**config.mk**
```make
export PLATFORM = sky130hd
export DESIGN_NAME = tfe_event_job
export DESIGN_NICKNAME = d
export VERILOG_FILES = /design/src/verilog/tfe_pkg.sv /design/src/verilog/tfe_pwm_chan.sv /design/src/verilog/tfe_event_job.sv
export SDC_FILE = /design/constraint.sdc
export NUM_CORES = 2
export LEC_CHECK = 0
export BUFFER_PORTS_ARGS = -buffer_cell sky130_fd_sc_hd__buf_2
export CAP_MARGIN = 10
export CORE_ASPECT_RATIO = 0.9
export CORE_MARGIN = 2
export CORE_UTILIZATION = 55
export DETAILED_ROUTE_END_ITERATION = 10
export GPL_TIMING_DRIVEN = 0
export HOLD_SLACK_MARGIN = 0.12
export PLACE_DENSITY = 0.68
export SKIP_CTS_REPAIR_TIMING = 1
export SLEW_MARGIN = 40
export SYNTH_ARGS = -nofsm -noshare
export SYNTH_HDL_FRONTEND = slang
export SYNTH_HIERARCHICAL = 1
export SYNTH_SLANG_ARGS = --single-unit
```
**constraint.sdc**
```tcl
create_clock -name clk -period 15.1 [get_ports clk]
set_input_delay 4.53 -clock clk [delete_from_list [all_inputs] [get_ports clk]]
set_output_delay 4.53 -clock clk [all_outputs]
set_load 0.03 [all_outputs]
```
**src/verilog/tfe_pkg.sv**
```systemverilog
// Shared constants and types of the technology-function event and job block
// Assumes one 20 MHz clock and an AXI4-Lite register bus with 8-bit byte addresses
package tfe_pkg;

  // ==========================================================
  // Register map
  localparam logic [7:0] OFS_CTRL = 8'h00;
  localparam logic [7:0] OFS_JOB_CH = 8'h04;
  localparam logic [7:0] OFS_JOB_IDENTIFIER = 8'h08;
  localparam logic [7:0] OFS_JOB_WRITE_VALUE = 8'h0c;
  localparam logic [7:0] OFS_JOB_REQ = 8'h10;
  localparam logic [7:0] OFS_JOB_STAT = 8'h14;
  localparam logic [7:0] OFS_JOB_READ_VALUE = 8'h1c;
  localparam logic [7:0] OFS_TRIG_EN = 8'h20;
  localparam logic [7:0] OFS_EVT = 8'h24;
  localparam logic [7:0] OFS_MASK = 8'h28;
  localparam logic [7:0] OFS_BASE = 8'h2c;
  localparam logic [3:0] OFS_DUTY_HI = 4'h3;

  // ==========================================================
  // Control fields
  localparam int CTRL_DIAG_PROC_BIT = 0;
  localparam int CTRL_CNT_OUT_BIT = 1;
  localparam int CTRL_MODE_LSB = 4;
  localparam int CTRL_SWEN_LSB = 8;
  localparam int STAT_DONE_BIT = 0;
  localparam int STAT_ERR_BIT = 1;
  localparam int STAT_CODE_LSB = 16;

  // ==========================================================
  // Event word lanes
  localparam int EVT_IN_LSB = 0;
  localparam int EVT_CNT_LSB = 16;
  localparam int NUM_CNT = 4;
  localparam int NUM_IN = 16;

  // ==========================================================
  // Job identifiers and status codes
  localparam logic [15:0] JOB_NONE = 16'h0000;
  localparam logic [15:0] JOB_WR_PER = 16'h0001;
  localparam logic [15:0] JOB_WR_DLY = 16'h0002;
  localparam logic [15:0] JOB_WR_MIN = 16'h0004;
  localparam logic [15:0] JOB_RD_PER = 16'h0081;
  localparam logic [15:0] JOB_RD_DLY = 16'h0082;
  localparam logic [15:0] JOB_RD_MIN = 16'h0084;
  localparam logic [15:0] ST_OK = 16'h0000;
  localparam logic [15:0] ST_PER_LO = 16'h0411;
  localparam logic [15:0] ST_PER_HI = 16'h0412;
  localparam logic [15:0] ST_DLY_LO = 16'h0421;
  localparam logic [15:0] ST_DLY_HI = 16'h0422;
  localparam logic [15:0] ST_MIN_LO = 16'h0431;
  localparam logic [15:0] ST_MIN_HI = 16'h0432;
  localparam logic [15:0] ST_BAD_ID = 16'h04ff;
  localparam logic [15:0] ST_PARAM = 16'h8001;
  localparam logic [15:0] ST_CHAN = 16'h8009;
  localparam logic [7:0] CH_ABS_MAX = 8'h03;

  // ==========================================================
  // Reset values
  localparam logic [31:0] PER_RST = 32'h0000_03e8;
  localparam logic [31:0] DLY_RST = 32'h0000_0000;
  localparam logic [31:0] MIN_RST = 32'h0000_0000;
  localparam logic [31:0] DUTY_RST = 32'h0000_01f4;
  localparam logic [15:0] BASE_RST = 16'h0000;
  localparam logic [1:0] RESP_OKAY = 2'h0;
  localparam logic [1:0] RESP_SLVERR = 2'h2;

  typedef enum logic [1:0] {
    MODE_COUNT = 2'b00,
    MODE_FREQ = 2'b01,
    MODE_PWM = 2'b10
  } tfe_mode_e;

  typedef enum logic {
    JS_IDLE = 1'b0,
    JS_EXEC = 1'b1
  } tfe_job_e;

  // Counter event pulses, gate_open in bit 0
  typedef struct packed {
    logic cmp;
    logic endv;
    logic unf;
    logic ovf;
    logic gate_close;
    logic gate_open;
  } tfe_cnt_evt_s;

  typedef struct packed {
    logic [31:0] per;
    logic [31:0] dly;
    logic [31:0] min;
    logic [31:0] duty;
  } tfe_pwm_par_s;

endpackage

```
**src/verilog/tfe_pwm_chan.sv**
```systemverilog
// One pulse-width channel with shadowed period parameters
// Assumes parameters are counted in clock ticks and gate is a level
`timescale 1ns/1ns
`default_nettype none
module tfe_pwm_chan (
  input wire logic clk,
  input wire logic rst_b,
  input wire logic ce,
  input wire logic gate,
  input wire tfe_pkg::tfe_pwm_par_s par,
  output logic pwm_out
);

  logic [31:0] cnt_r, cnt_nxt;
  tfe_pkg::tfe_pwm_par_s sh_r, sh_nxt;
  logic out_r, out_nxt;
  tfe_pkg::tfe_pwm_par_s eff;
  logic [31:0] wid;

  // ==========================================================
  // Period counter and shadow load
  always_comb begin
    eff = (cnt_r == 32'h0000_0000) ? par : sh_r;
    sh_nxt = sh_r;
    cnt_nxt = cnt_r;
    wid = (eff.duty > eff.min) ? eff.duty : eff.min;
    out_nxt = 1'b0;
    if (!gate) begin
      cnt_nxt = 32'h0000_0000;
    end else begin
      if (cnt_r == 32'h0000_0000) begin
        sh_nxt = par;
      end
      if (cnt_r + 32'h0000_0001 >= eff.per) begin
        cnt_nxt = 32'h0000_0000;
      end else begin
        cnt_nxt = cnt_r + 32'h0000_0001;
      end
      out_nxt = (cnt_r >= eff.dly) && (cnt_r - eff.dly < wid);
    end
  end

  always_ff @(posedge clk or negedge rst_b) begin
    if (!rst_b) begin
      cnt_r <= 32'h0000_0000;
      sh_r <= '0;
      out_r <= 1'b0;
    end else if (ce) begin
      cnt_r <= cnt_nxt;
      sh_r <= sh_nxt;
      out_r <= out_nxt;
    end
  end

  assign pwm_out = out_r;

endmodule
`default_nettype wire

```
**src/verilog/tfe_event_job.sv**
```systemverilog
// Technology-function event flags, process interrupt and pulse job engine
// Assumes an AXI4-Lite master and event pulses synchronous to clk
//
// Functional notes
// - Minimum pulse too high 0432h, bad ID 04FFh
// - Channel above 3 rejected with 8009h
// - Channel above unit maximum gives 8001h
// - Read job value returned at offset 28
// - New pulse values apply at next period
// - Counter triggers: edge, gate, compare, limits
// - Frequency triggers: edge and measurement end
// - Pulse function never raises process interrupt
// - Interrupt needs counter output and diagnostics
// - Event bytes 8 and 9 hold input edges
// - Event byte 10 holds counters 0 and 1
// - Event byte 11 holds counters 2 and 3
// - Interrupt supplies module base address
// - Job identifier encoding for write and read
`timescale 1ns/1ns
`default_nettype none
module tfe_event_job #(
  parameter int NUM_CH = 4,
  parameter logic signed [31:0] PER_MIN = 32'sh0000_0002,
  parameter logic signed [31:0] PER_MAX = 32'sh0000_ffff,
  parameter logic signed [31:0] DLY_MIN = 32'sh0000_0000,
  parameter logic signed [31:0] DLY_MAX = 32'sh0000_ffff,
  parameter logic signed [31:0] MIN_MIN = 32'sh0000_0000,
  parameter logic signed [31:0] MIN_MAX = 32'sh0000_ffff
) (
  input wire logic clk,
  input wire logic rst_b,
  input wire logic ce,
  input wire logic [7:0] s_axi_awaddr,
  input wire logic s_axi_awvalid,
  output logic s_axi_awready,
  input wire logic [31:0] s_axi_wdata,
  input wire logic [3:0] s_axi_wstrb,
  input wire logic s_axi_wvalid,
  output logic s_axi_wready,
  output logic [1:0] s_axi_bresp,
  output logic s_axi_bvalid,
  input wire logic s_axi_bready,
  input wire logic [7:0] s_axi_araddr,
  input wire logic s_axi_arvalid,
  output logic s_axi_arready,
  output logic [31:0] s_axi_rdata,
  output logic [1:0] s_axi_rresp,
  output logic s_axi_rvalid,
  input wire logic s_axi_rready,
  input wire logic [15:0] in_edge,
  input wire tfe_pkg::tfe_cnt_evt_s [3:0] cnt_evt,
  input wire logic [3:0] meas_end,
  output logic [3:0] pwm_out,
  output logic proc_irq,
  output logic [31:0] proc_event_word,
  output logic [15:0] proc_base_addr,
  output logic job_done,
  output logic job_error
);

  // ==========================================================
  // State
  logic aw_hold_r, aw_hold_nxt, w_hold_r, w_hold_nxt, bvalid_r, bvalid_nxt;
  logic [7:0] awaddr_r, awaddr_nxt;
  logic [31:0] wdata_r, wdata_nxt;
  logic [3:0] wstrb_r, wstrb_nxt;
  logic [1:0] bresp_r, bresp_nxt, rresp_r, rresp_nxt;
  logic rvalid_r, rvalid_nxt;
  logic [31:0] rdata_r, rdata_nxt;
  logic [31:0] ctrl_r, ctrl_nxt, trig_r, trig_nxt, evt_r, evt_nxt, mask_r, mask_nxt;
  logic [15:0] base_r, base_nxt, job_identifier_r, job_identifier_nxt, stat_r, stat_nxt;
  logic [7:0] job_ch_r, job_ch_nxt;
  logic [31:0] job_write_value_r, job_write_value_nxt, oval_r, oval_nxt;
  logic req_r, req_nxt, req_prev_r, err_r, err_nxt;
  tfe_pkg::tfe_job_e js_r, js_nxt;
  tfe_pkg::tfe_pwm_par_s par_r [4];
  tfe_pkg::tfe_pwm_par_s par_nxt [4];
  logic do_wr, wr_ok, rd_hs, rd_evt;
  logic [31:0] evt_raw;
  logic [3:0] swen;
  logic [1:0] ch;
  logic signed [31:0] sval;

  function automatic logic [31:0] merge(input logic [31:0] old, input logic [31:0] nw,
                                        input logic [3:0] strb);
    logic [31:0] res;
    res = old;
    for (int b = 0; b < 4; b++) begin
      if (strb[b]) begin
        res[8*b +: 8] = nw[8*b +: 8];
      end
    end
    return res;
  endfunction

  assign swen = ctrl_r[tfe_pkg::CTRL_SWEN_LSB +: 4];
  assign ch = job_ch_r[1:0];
  assign sval = job_write_value_r;
  assign s_axi_awready = ce && !aw_hold_r && !bvalid_r;
  assign s_axi_wready = ce && !w_hold_r && !bvalid_r;
  assign s_axi_arready = ce && !rvalid_r;
  assign do_wr = aw_hold_r && w_hold_r && !bvalid_r;
  assign rd_hs = s_axi_arvalid && s_axi_arready;
  assign rd_evt = rd_hs && (s_axi_araddr == tfe_pkg::OFS_EVT);

  // ==========================================================
  // Event word assembly
  always_comb begin
    evt_raw = 32'h0000_0000;
    unique case (tfe_pkg::tfe_mode_e'(ctrl_r[tfe_pkg::CTRL_MODE_LSB +: 2]))
      tfe_pkg::MODE_COUNT: begin
        evt_raw[tfe_pkg::EVT_IN_LSB +: tfe_pkg::NUM_IN] = in_edge;
        for (int c = 0; c < tfe_pkg::NUM_CNT; c++) begin
          evt_raw[tfe_pkg::EVT_CNT_LSB + 4*c +: 4] = {
            cnt_evt[c].cmp,
            cnt_evt[c].ovf | cnt_evt[c].unf | cnt_evt[c].endv,
            cnt_evt[c].gate_close & swen[c],
            cnt_evt[c].gate_open & swen[c]};
        end
      end
      tfe_pkg::MODE_FREQ: begin
        evt_raw[tfe_pkg::EVT_IN_LSB +: tfe_pkg::NUM_IN] = in_edge;
        for (int c = 0; c < tfe_pkg::NUM_CNT; c++) begin
          evt_raw[tfe_pkg::EVT_CNT_LSB + 4*c] = meas_end[c];
        end
      end
      tfe_pkg::MODE_PWM: evt_raw = 32'h0000_0000;
      default: evt_raw = 32'h0000_0000;
    endcase
    evt_raw = evt_raw & trig_r;
  end

  // ==========================================================
  // Bus, registers, events and job engine
  always_comb begin
    aw_hold_nxt = aw_hold_r;
    awaddr_nxt = awaddr_r;
    w_hold_nxt = w_hold_r;
    wdata_nxt = wdata_r;
    wstrb_nxt = wstrb_r;
    bvalid_nxt = bvalid_r;
    bresp_nxt = bresp_r;
    rvalid_nxt = rvalid_r;
    rdata_nxt = rdata_r;
    rresp_nxt = rresp_r;
    ctrl_nxt = ctrl_r;
    trig_nxt = trig_r;
    mask_nxt = mask_r;
    base_nxt = base_r;
    job_ch_nxt = job_ch_r;
    job_identifier_nxt = job_identifier_r;
    job_write_value_nxt = job_write_value_r;
    req_nxt = req_r;
    stat_nxt = stat_r;
    err_nxt = err_r;
    oval_nxt = oval_r;
    js_nxt = js_r;
    par_nxt = par_r;
    wr_ok = 1'b1;
    if (s_axi_awvalid && s_axi_awready) begin
      aw_hold_nxt = 1'b1;
      awaddr_nxt = s_axi_awaddr;
    end
    if (s_axi_wvalid && s_axi_wready) begin
      w_hold_nxt = 1'b1;
      wdata_nxt = s_axi_wdata;
      wstrb_nxt = s_axi_wstrb;
    end
    if (do_wr) begin
      aw_hold_nxt = 1'b0;
      w_hold_nxt = 1'b0;
      bvalid_nxt = 1'b1;
      if (awaddr_r[7:4] == tfe_pkg::OFS_DUTY_HI && awaddr_r[1:0] == 2'h0) begin
        par_nxt[awaddr_r[3:2]].duty = merge(par_r[awaddr_r[3:2]].duty, wdata_r, wstrb_r);
      end else begin
        unique case (awaddr_r)
          tfe_pkg::OFS_CTRL: ctrl_nxt = merge(ctrl_r, wdata_r, wstrb_r);
          tfe_pkg::OFS_JOB_CH: job_ch_nxt = 8'(merge({24'h00_0000, job_ch_r}, wdata_r, wstrb_r));
          tfe_pkg::OFS_JOB_IDENTIFIER: job_identifier_nxt = 16'(merge({16'h0000, job_identifier_r}, wdata_r, wstrb_r));
          tfe_pkg::OFS_JOB_WRITE_VALUE: job_write_value_nxt = merge(job_write_value_r, wdata_r, wstrb_r);
          tfe_pkg::OFS_JOB_REQ: req_nxt = wstrb_r[0] ? wdata_r[0] : req_r;
          tfe_pkg::OFS_TRIG_EN: trig_nxt = merge(trig_r, wdata_r, wstrb_r);
          tfe_pkg::OFS_MASK: mask_nxt = merge(mask_r, wdata_r, wstrb_r);
          tfe_pkg::OFS_BASE: base_nxt = 16'(merge({16'h0000, base_r}, wdata_r, wstrb_r));
          tfe_pkg::OFS_JOB_STAT, tfe_pkg::OFS_JOB_READ_VALUE, tfe_pkg::OFS_EVT: wr_ok = 1'b1;
          default: wr_ok = 1'b0;
        endcase
      end
      bresp_nxt = wr_ok ? tfe_pkg::RESP_OKAY : tfe_pkg::RESP_SLVERR;
    end
    if (bvalid_r && s_axi_bready) begin
      bvalid_nxt = 1'b0;
    end
    if (rvalid_r && s_axi_rready) begin
      rvalid_nxt = 1'b0;
    end
    if (rd_hs) begin
      rvalid_nxt = 1'b1;
      rresp_nxt = tfe_pkg::RESP_OKAY;
      rdata_nxt = 32'h0000_0000;
      if (s_axi_araddr[7:4] == tfe_pkg::OFS_DUTY_HI && s_axi_araddr[1:0] == 2'h0) begin
        rdata_nxt = par_r[s_axi_araddr[3:2]].duty;
      end else begin
        unique case (s_axi_araddr)
          tfe_pkg::OFS_CTRL: rdata_nxt = ctrl_r;
          tfe_pkg::OFS_JOB_CH: rdata_nxt = {24'h00_0000, job_ch_r};
          tfe_pkg::OFS_JOB_IDENTIFIER: rdata_nxt = {16'h0000, job_identifier_r};
          tfe_pkg::OFS_JOB_WRITE_VALUE: rdata_nxt = job_write_value_r;
          tfe_pkg::OFS_JOB_REQ: rdata_nxt = {31'h0000_0000, req_r};
          tfe_pkg::OFS_JOB_STAT: rdata_nxt = {stat_r, 14'h0000, err_r, js_r == tfe_pkg::JS_IDLE};
          tfe_pkg::OFS_JOB_READ_VALUE: rdata_nxt = oval_r;
          tfe_pkg::OFS_TRIG_EN: rdata_nxt = trig_r;
          tfe_pkg::OFS_EVT: rdata_nxt = evt_r;
          tfe_pkg::OFS_MASK: rdata_nxt = mask_r;
          tfe_pkg::OFS_BASE: rdata_nxt = {16'h0000, base_r};
          default: rresp_nxt = tfe_pkg::RESP_SLVERR;
        endcase
      end
    end
    // Delivered flags drop on event word read; new events win
    evt_nxt = (evt_r & ~(rd_evt ? evt_r : 32'h0000_0000)) | evt_raw;
    unique case (js_r)
      tfe_pkg::JS_IDLE: begin
        if (req_r && !req_prev_r) begin
          js_nxt = tfe_pkg::JS_EXEC;
        end
      end
      tfe_pkg::JS_EXEC: begin
        js_nxt = tfe_pkg::JS_IDLE;
        stat_nxt = tfe_pkg::ST_OK;
        if (job_ch_r > tfe_pkg::CH_ABS_MAX) begin
          stat_nxt = tfe_pkg::ST_CHAN;
        end else if (job_ch_r > 8'(NUM_CH - 1)) begin
          stat_nxt = tfe_pkg::ST_PARAM;
        end else begin
          unique case (job_identifier_r)
            tfe_pkg::JOB_NONE: stat_nxt = tfe_pkg::ST_OK;
            tfe_pkg::JOB_WR_PER: begin
              if (sval < PER_MIN) stat_nxt = tfe_pkg::ST_PER_LO;
              else if (sval > PER_MAX) stat_nxt = tfe_pkg::ST_PER_HI;
              else par_nxt[ch].per = job_write_value_r;
            end
            tfe_pkg::JOB_WR_DLY: begin
              if (sval < DLY_MIN) stat_nxt = tfe_pkg::ST_DLY_LO;
              else if (sval > DLY_MAX) stat_nxt = tfe_pkg::ST_DLY_HI;
              else par_nxt[ch].dly = job_write_value_r;
            end
            tfe_pkg::JOB_WR_MIN: begin
              if (sval < MIN_MIN) stat_nxt = tfe_pkg::ST_MIN_LO;
              else if (sval > MIN_MAX) stat_nxt = tfe_pkg::ST_MIN_HI;
              else par_nxt[ch].min = job_write_value_r;
            end
            tfe_pkg::JOB_RD_PER: oval_nxt = par_r[ch].per;
            tfe_pkg::JOB_RD_DLY: oval_nxt = par_r[ch].dly;
            tfe_pkg::JOB_RD_MIN: oval_nxt = par_r[ch].min;
            default: stat_nxt = tfe_pkg::ST_BAD_ID;
          endcase
        end
        err_nxt = (stat_nxt != tfe_pkg::ST_OK);
      end
    endcase
  end

  always_ff @(posedge clk or negedge rst_b) begin
    if (!rst_b) begin
      aw_hold_r <= 1'b0;
      awaddr_r <= 8'h00;
      w_hold_r <= 1'b0;
      wdata_r <= 32'h0000_0000;
      wstrb_r <= 4'h0;
      bvalid_r <= 1'b0;
      bresp_r <= tfe_pkg::RESP_OKAY;
      rvalid_r <= 1'b0;
      rdata_r <= 32'h0000_0000;
      rresp_r <= tfe_pkg::RESP_OKAY;
      ctrl_r <= 32'h0000_0000;
      trig_r <= 32'h0000_0000;
      evt_r <= 32'h0000_0000;
      mask_r <= 32'h0000_0000;
      base_r <= tfe_pkg::BASE_RST;
      job_ch_r <= 8'h00;
      job_identifier_r <= tfe_pkg::JOB_NONE;
      job_write_value_r <= 32'h0000_0000;
      req_r <= 1'b0;
      req_prev_r <= 1'b0;
      stat_r <= tfe_pkg::ST_OK;
      err_r <= 1'b0;
      oval_r <= 32'h0000_0000;
      js_r <= tfe_pkg::JS_IDLE;
      for (int c = 0; c < 4; c++) begin
        par_r[c] <= {tfe_pkg::PER_RST, tfe_pkg::DLY_RST, tfe_pkg::MIN_RST, tfe_pkg::DUTY_RST};
      end
    end else if (ce) begin
      aw_hold_r <= aw_hold_nxt;
      awaddr_r <= awaddr_nxt;
      w_hold_r <= w_hold_nxt;
      wdata_r <= wdata_nxt;
      wstrb_r <= wstrb_nxt;
      bvalid_r <= bvalid_nxt;
      bresp_r <= bresp_nxt;
      rvalid_r <= rvalid_nxt;
      rdata_r <= rdata_nxt;
      rresp_r <= rresp_nxt;
      ctrl_r <= ctrl_nxt;
      trig_r <= trig_nxt;
      evt_r <= evt_nxt;
      mask_r <= mask_nxt;
      base_r <= base_nxt;
      job_ch_r <= job_ch_nxt;
      job_identifier_r <= job_identifier_nxt;
      job_write_value_r <= job_write_value_nxt;
      req_r <= req_nxt;
      req_prev_r <= req_r;
      stat_r <= stat_nxt;
      err_r <= err_nxt;
      oval_r <= oval_nxt;
      js_r <= js_nxt;
      par_r <= par_nxt;
    end
  end

  // ==========================================================
  // Pulse channels
  for (genvar g = 0; g < 4; g++) begin : g_pwm
    tfe_pwm_chan u_chan (
      .clk(clk),
      .rst_b(rst_b),
      .ce(ce),
      .gate(swen[g] && ctrl_r[tfe_pkg::CTRL_MODE_LSB +: 2] == tfe_pkg::MODE_PWM),
      .par(par_r[g]),
      .pwm_out(pwm_out[g])
    );
  end

  // ==========================================================
  // Outputs
  assign proc_irq = ctrl_r[tfe_pkg::CTRL_CNT_OUT_BIT] && ctrl_r[tfe_pkg::CTRL_DIAG_PROC_BIT]
                    && |(evt_r & mask_r);
  assign proc_event_word = evt_r;
  assign proc_base_addr = base_r;
  assign job_done = (js_r == tfe_pkg::JS_IDLE);
  assign job_error = err_r;
  assign s_axi_bvalid = bvalid_r;
  assign s_axi_bresp = bresp_r;
  assign s_axi_rvalid = rvalid_r;
  assign s_axi_rdata = rdata_r;
  assign s_axi_rresp = rresp_r;

endmodule
`default_nettype wire

```
==> out/summary.txt <==
Top cell type's share of synthesized area - 41.69%
Gr ovfl total - 0
Slowest-stage cell, CP - clkbuf_2
Maximum level of the CTS H-tree - 4
First-pass GRT wire length - 493,800 µm
Die height - 379.3 µm
Ports - 200
Synth Instances - 8,187
Fmax - 95.63 MHz
CTS tree - done
Clock Latency Late Sink - 0.83 ns
Input/output buffers - 194
RSZ-0062 raised after global routing - no
Reg clk slew, reported paths - 0.06 ns
Worst Hold Slack - 0.4685 ns
Post-synthesis sequential area ratio - 43.16%
DRC Markers - 0
Final setup TNS - 0 ns
Starting DRT DRC Count - 9,130
Core area - 0.1551 mm²
Worst path max stage delay - 0.54 ns
Arr. time, crit path - 5.93 ns
Final critical-path required period - 10.46 ns
Total wire length - 350,700 µm
Initial antenna violation count - 38
Vias per cell - 6.603
Library cells used by synthesis - 105
Core Rows - 137
Critical path, cell by cell - buf_4 -> clkbuf_2 -> nor2b_1 -> buf_2
YS warnings - 6
Leakage - 48.28 nW
Area delta synth->final - 11.54%
CTS buffer count - 160
Worst Tran Pin Value - 0.9783 ns
Commonest non-fill, non-tap cell in the layout - dfrtp_1
Outcome - completed
Gr usage total - 43.50%
Slew Viols, Final - 0
Yosys reg bits - 1,482
Crit Path Max Fanout - 16
Vias in the first global route - 67,030
Root Buffer - clkbuf_16
Largest net degree at the start of global routing - 105
Antenna-violating nets left - 0
Crit share post-route - 69.25%
Pwr dens - 128.1 mW/mm²
Top post-synthesis cells by area - dfrtp_1 (42%), ha_1 (7.4%), mux2_2 (6.7%)
Die area - 0.1597 mm²
Req. time, crit path - 10.57 ns
Via count - 71,430
Final net count - 9,195
Dominant cell type by area after synthesis - dfrtp_1
Setup WS pre-CTS - 4.726 ns
Clock Skews - 0.05084 ns
Clock sink count - 1,482
HP Class - reg2reg
Layout cells sized above 1 - 17.39%
Clock Path Buffers - 3
Layout fillers - 12,890
Gpl congestion - 1.046
Avg Synthesized Cell Area - 10.51 µm²
Main flop type after synthesis - dfrtp_1
WS Path Type - in2out
Setup violations, final - 0
DR pass1 iterations - 6
Post-DP HPWL - 282,400 µm
Post-synth EDFFs - 0
Max-Cap Viols - 0
Power Total - 0.01230 W
Worst slew margin - 34.78%
Die W - 421.0 µm
Worst Slack Setup Final - 4.643 ns
Endpoints failing hold - 0
Setup crit start kind - input pin
WL per Instance - 32.42 µm
Crit. End Element - output pin
Starting Density - 55.48%
Async SR Flop Fraction - 100.0%
Most frequent cells in the layout - dfrtp_1 (1,434), nand2_1 (810), o21ai_0 (679)
Maximum vdd drop - 0.1893 mV
Core Util, Final - 61.89%
Mapped cell area - 0.08607 mm²
[final cells by class]
class                   count  area [µm²]  area share (%)
well taps                2085        2609           2.717
plain buffers             452        1962           2.044
multi-input cells        5940       46010           47.92
clock inverters            79       913.4          0.9514
repair buffers            229        1548           1.612
flip-flops and latches   1482       37150           38.69
clock buffers             218        4593           4.784
inverters                 314        1179           1.228
diodes                     19       47.55         0.04952
[cells by family after synthesis]
| family | Yosys count | synth area share, % |
|---|---|---|
| flops | 1482 | 43.16 |
| compound gates | 1822 | 13.44 |
| other cells | 1 | 0.004357 |
| mux | 1251 | 17.81 |
| fa+ha+maj | 518 | 7.547 |
| buf+inv | 766 | 3.572 |
| xor+xnor | 228 | 2.329 |
| simple gates | 2119 | 12.14 |
[metrics by stage]
stage,std cells,area [µm²]
floorplan,8188,86080
global placement,10470,89660
detailed placement,10500,90370
CTS,10800,95880
global route,10800,95960
finish,10820,96000
[final timing paths]
| check | start | end | cells past startpoint | slack, ns |
|---|---|---|---|---|
| min in group asynchronous | rst_b | g_pwm[0].u_chan/sh_r[54] | 1 | 3.49 |
| worst min register to register | g_pwm[1].u_chan/sh_r[64] | g_pwm[1].u_chan/sh_r[64] | 2 | 0.47 |
| worst max register to register | g_pwm[2].u_chan/cnt_r[26] | g_pwm[2].u_chan/pwm_out | 27 | 6.17 |
| worst min-delay path | g_pwm[1].u_chan/sh_r[64] | g_pwm[1].u_chan/sh_r[64] | 2 | 0.47 |
| max in group asynchronous | rst_b | par_r[360] | 6 | 8.95 |
| worst max-delay path | ce | s_axi_arready | 4 | 4.64 |
[where the power goes]
part / internal [W] / switching [W] / total [W]
registers: 0.00418 / 0.000530 / 0.00471
logic: 0.00139 / 0.00206 / 0.00344
clock network: 0.00240 / 0.00175 / 0.00415
total: 0.00797 / 0.00434 / 0.0123
[cell usage after synthesis, types with 40 or more instances]
library cell and count:
nand4_1 111, nand2b_1 48, mux2i_1 549, inv_1 313, nor2b_1 48, a211oi_1 55, nor3_1 84, dfrtp_1 1434
xor2_1 64, and3_1 51, nand3_1 129, clkbuf_1 338, a31oi_1 61, mux2_2 510, a21oi_1 351, and2_1 220
dfstp_2 48, a22oi_1 40, a22o_1 56, a32o_1 42, nor2_1 366, ha_1 508, o21ai_0 679, nor4_1 56
o22ai_1 46, nand2_1 810, mux4_2 163, xnor2_1 163, buf_2 74, a21o_1 138
[layer usage]
| metal | track usage [%] | vias up | part of all wire, % |
|---|---|---|---|
| met2 | 61.82 | 4056 | 41 |
| met1 | 57.79 | 35720 | 40 |
| met4 | 30.15 | 28 | 8.5 |
| met3 | 11.99 | 979 | 11 |
| met5 | 0 | - | 0.054 |
| li1 | - | 30650 | - |
[state kept, by name (all words and copies together), names as in the netlist, 4 cells and up]
signal and count:
awaddr_r 8, ctrl_r 32, g_pwm.u_chan/cnt_r 128, g_pwm.u_chan/pwm_out 4, g_pwm.u_chan/sh_r 512, job_ch_r 8, job_identifier_r 16, job_write_value_r 32
mask_r 32, oval_r 32, par_r 512, proc_base_addr 16, proc_event_word 32, s_axi_rdata 32, stat_r 8, trig_r 32
wdata_r 32, wstrb_r 4
[worst max-delay path: cells and delay by family]
family        cells  cell delay, ns
simple gates      1            0.19
buf+inv           3            1.19
Note: power is estimated with default switching activity, not from simulation.
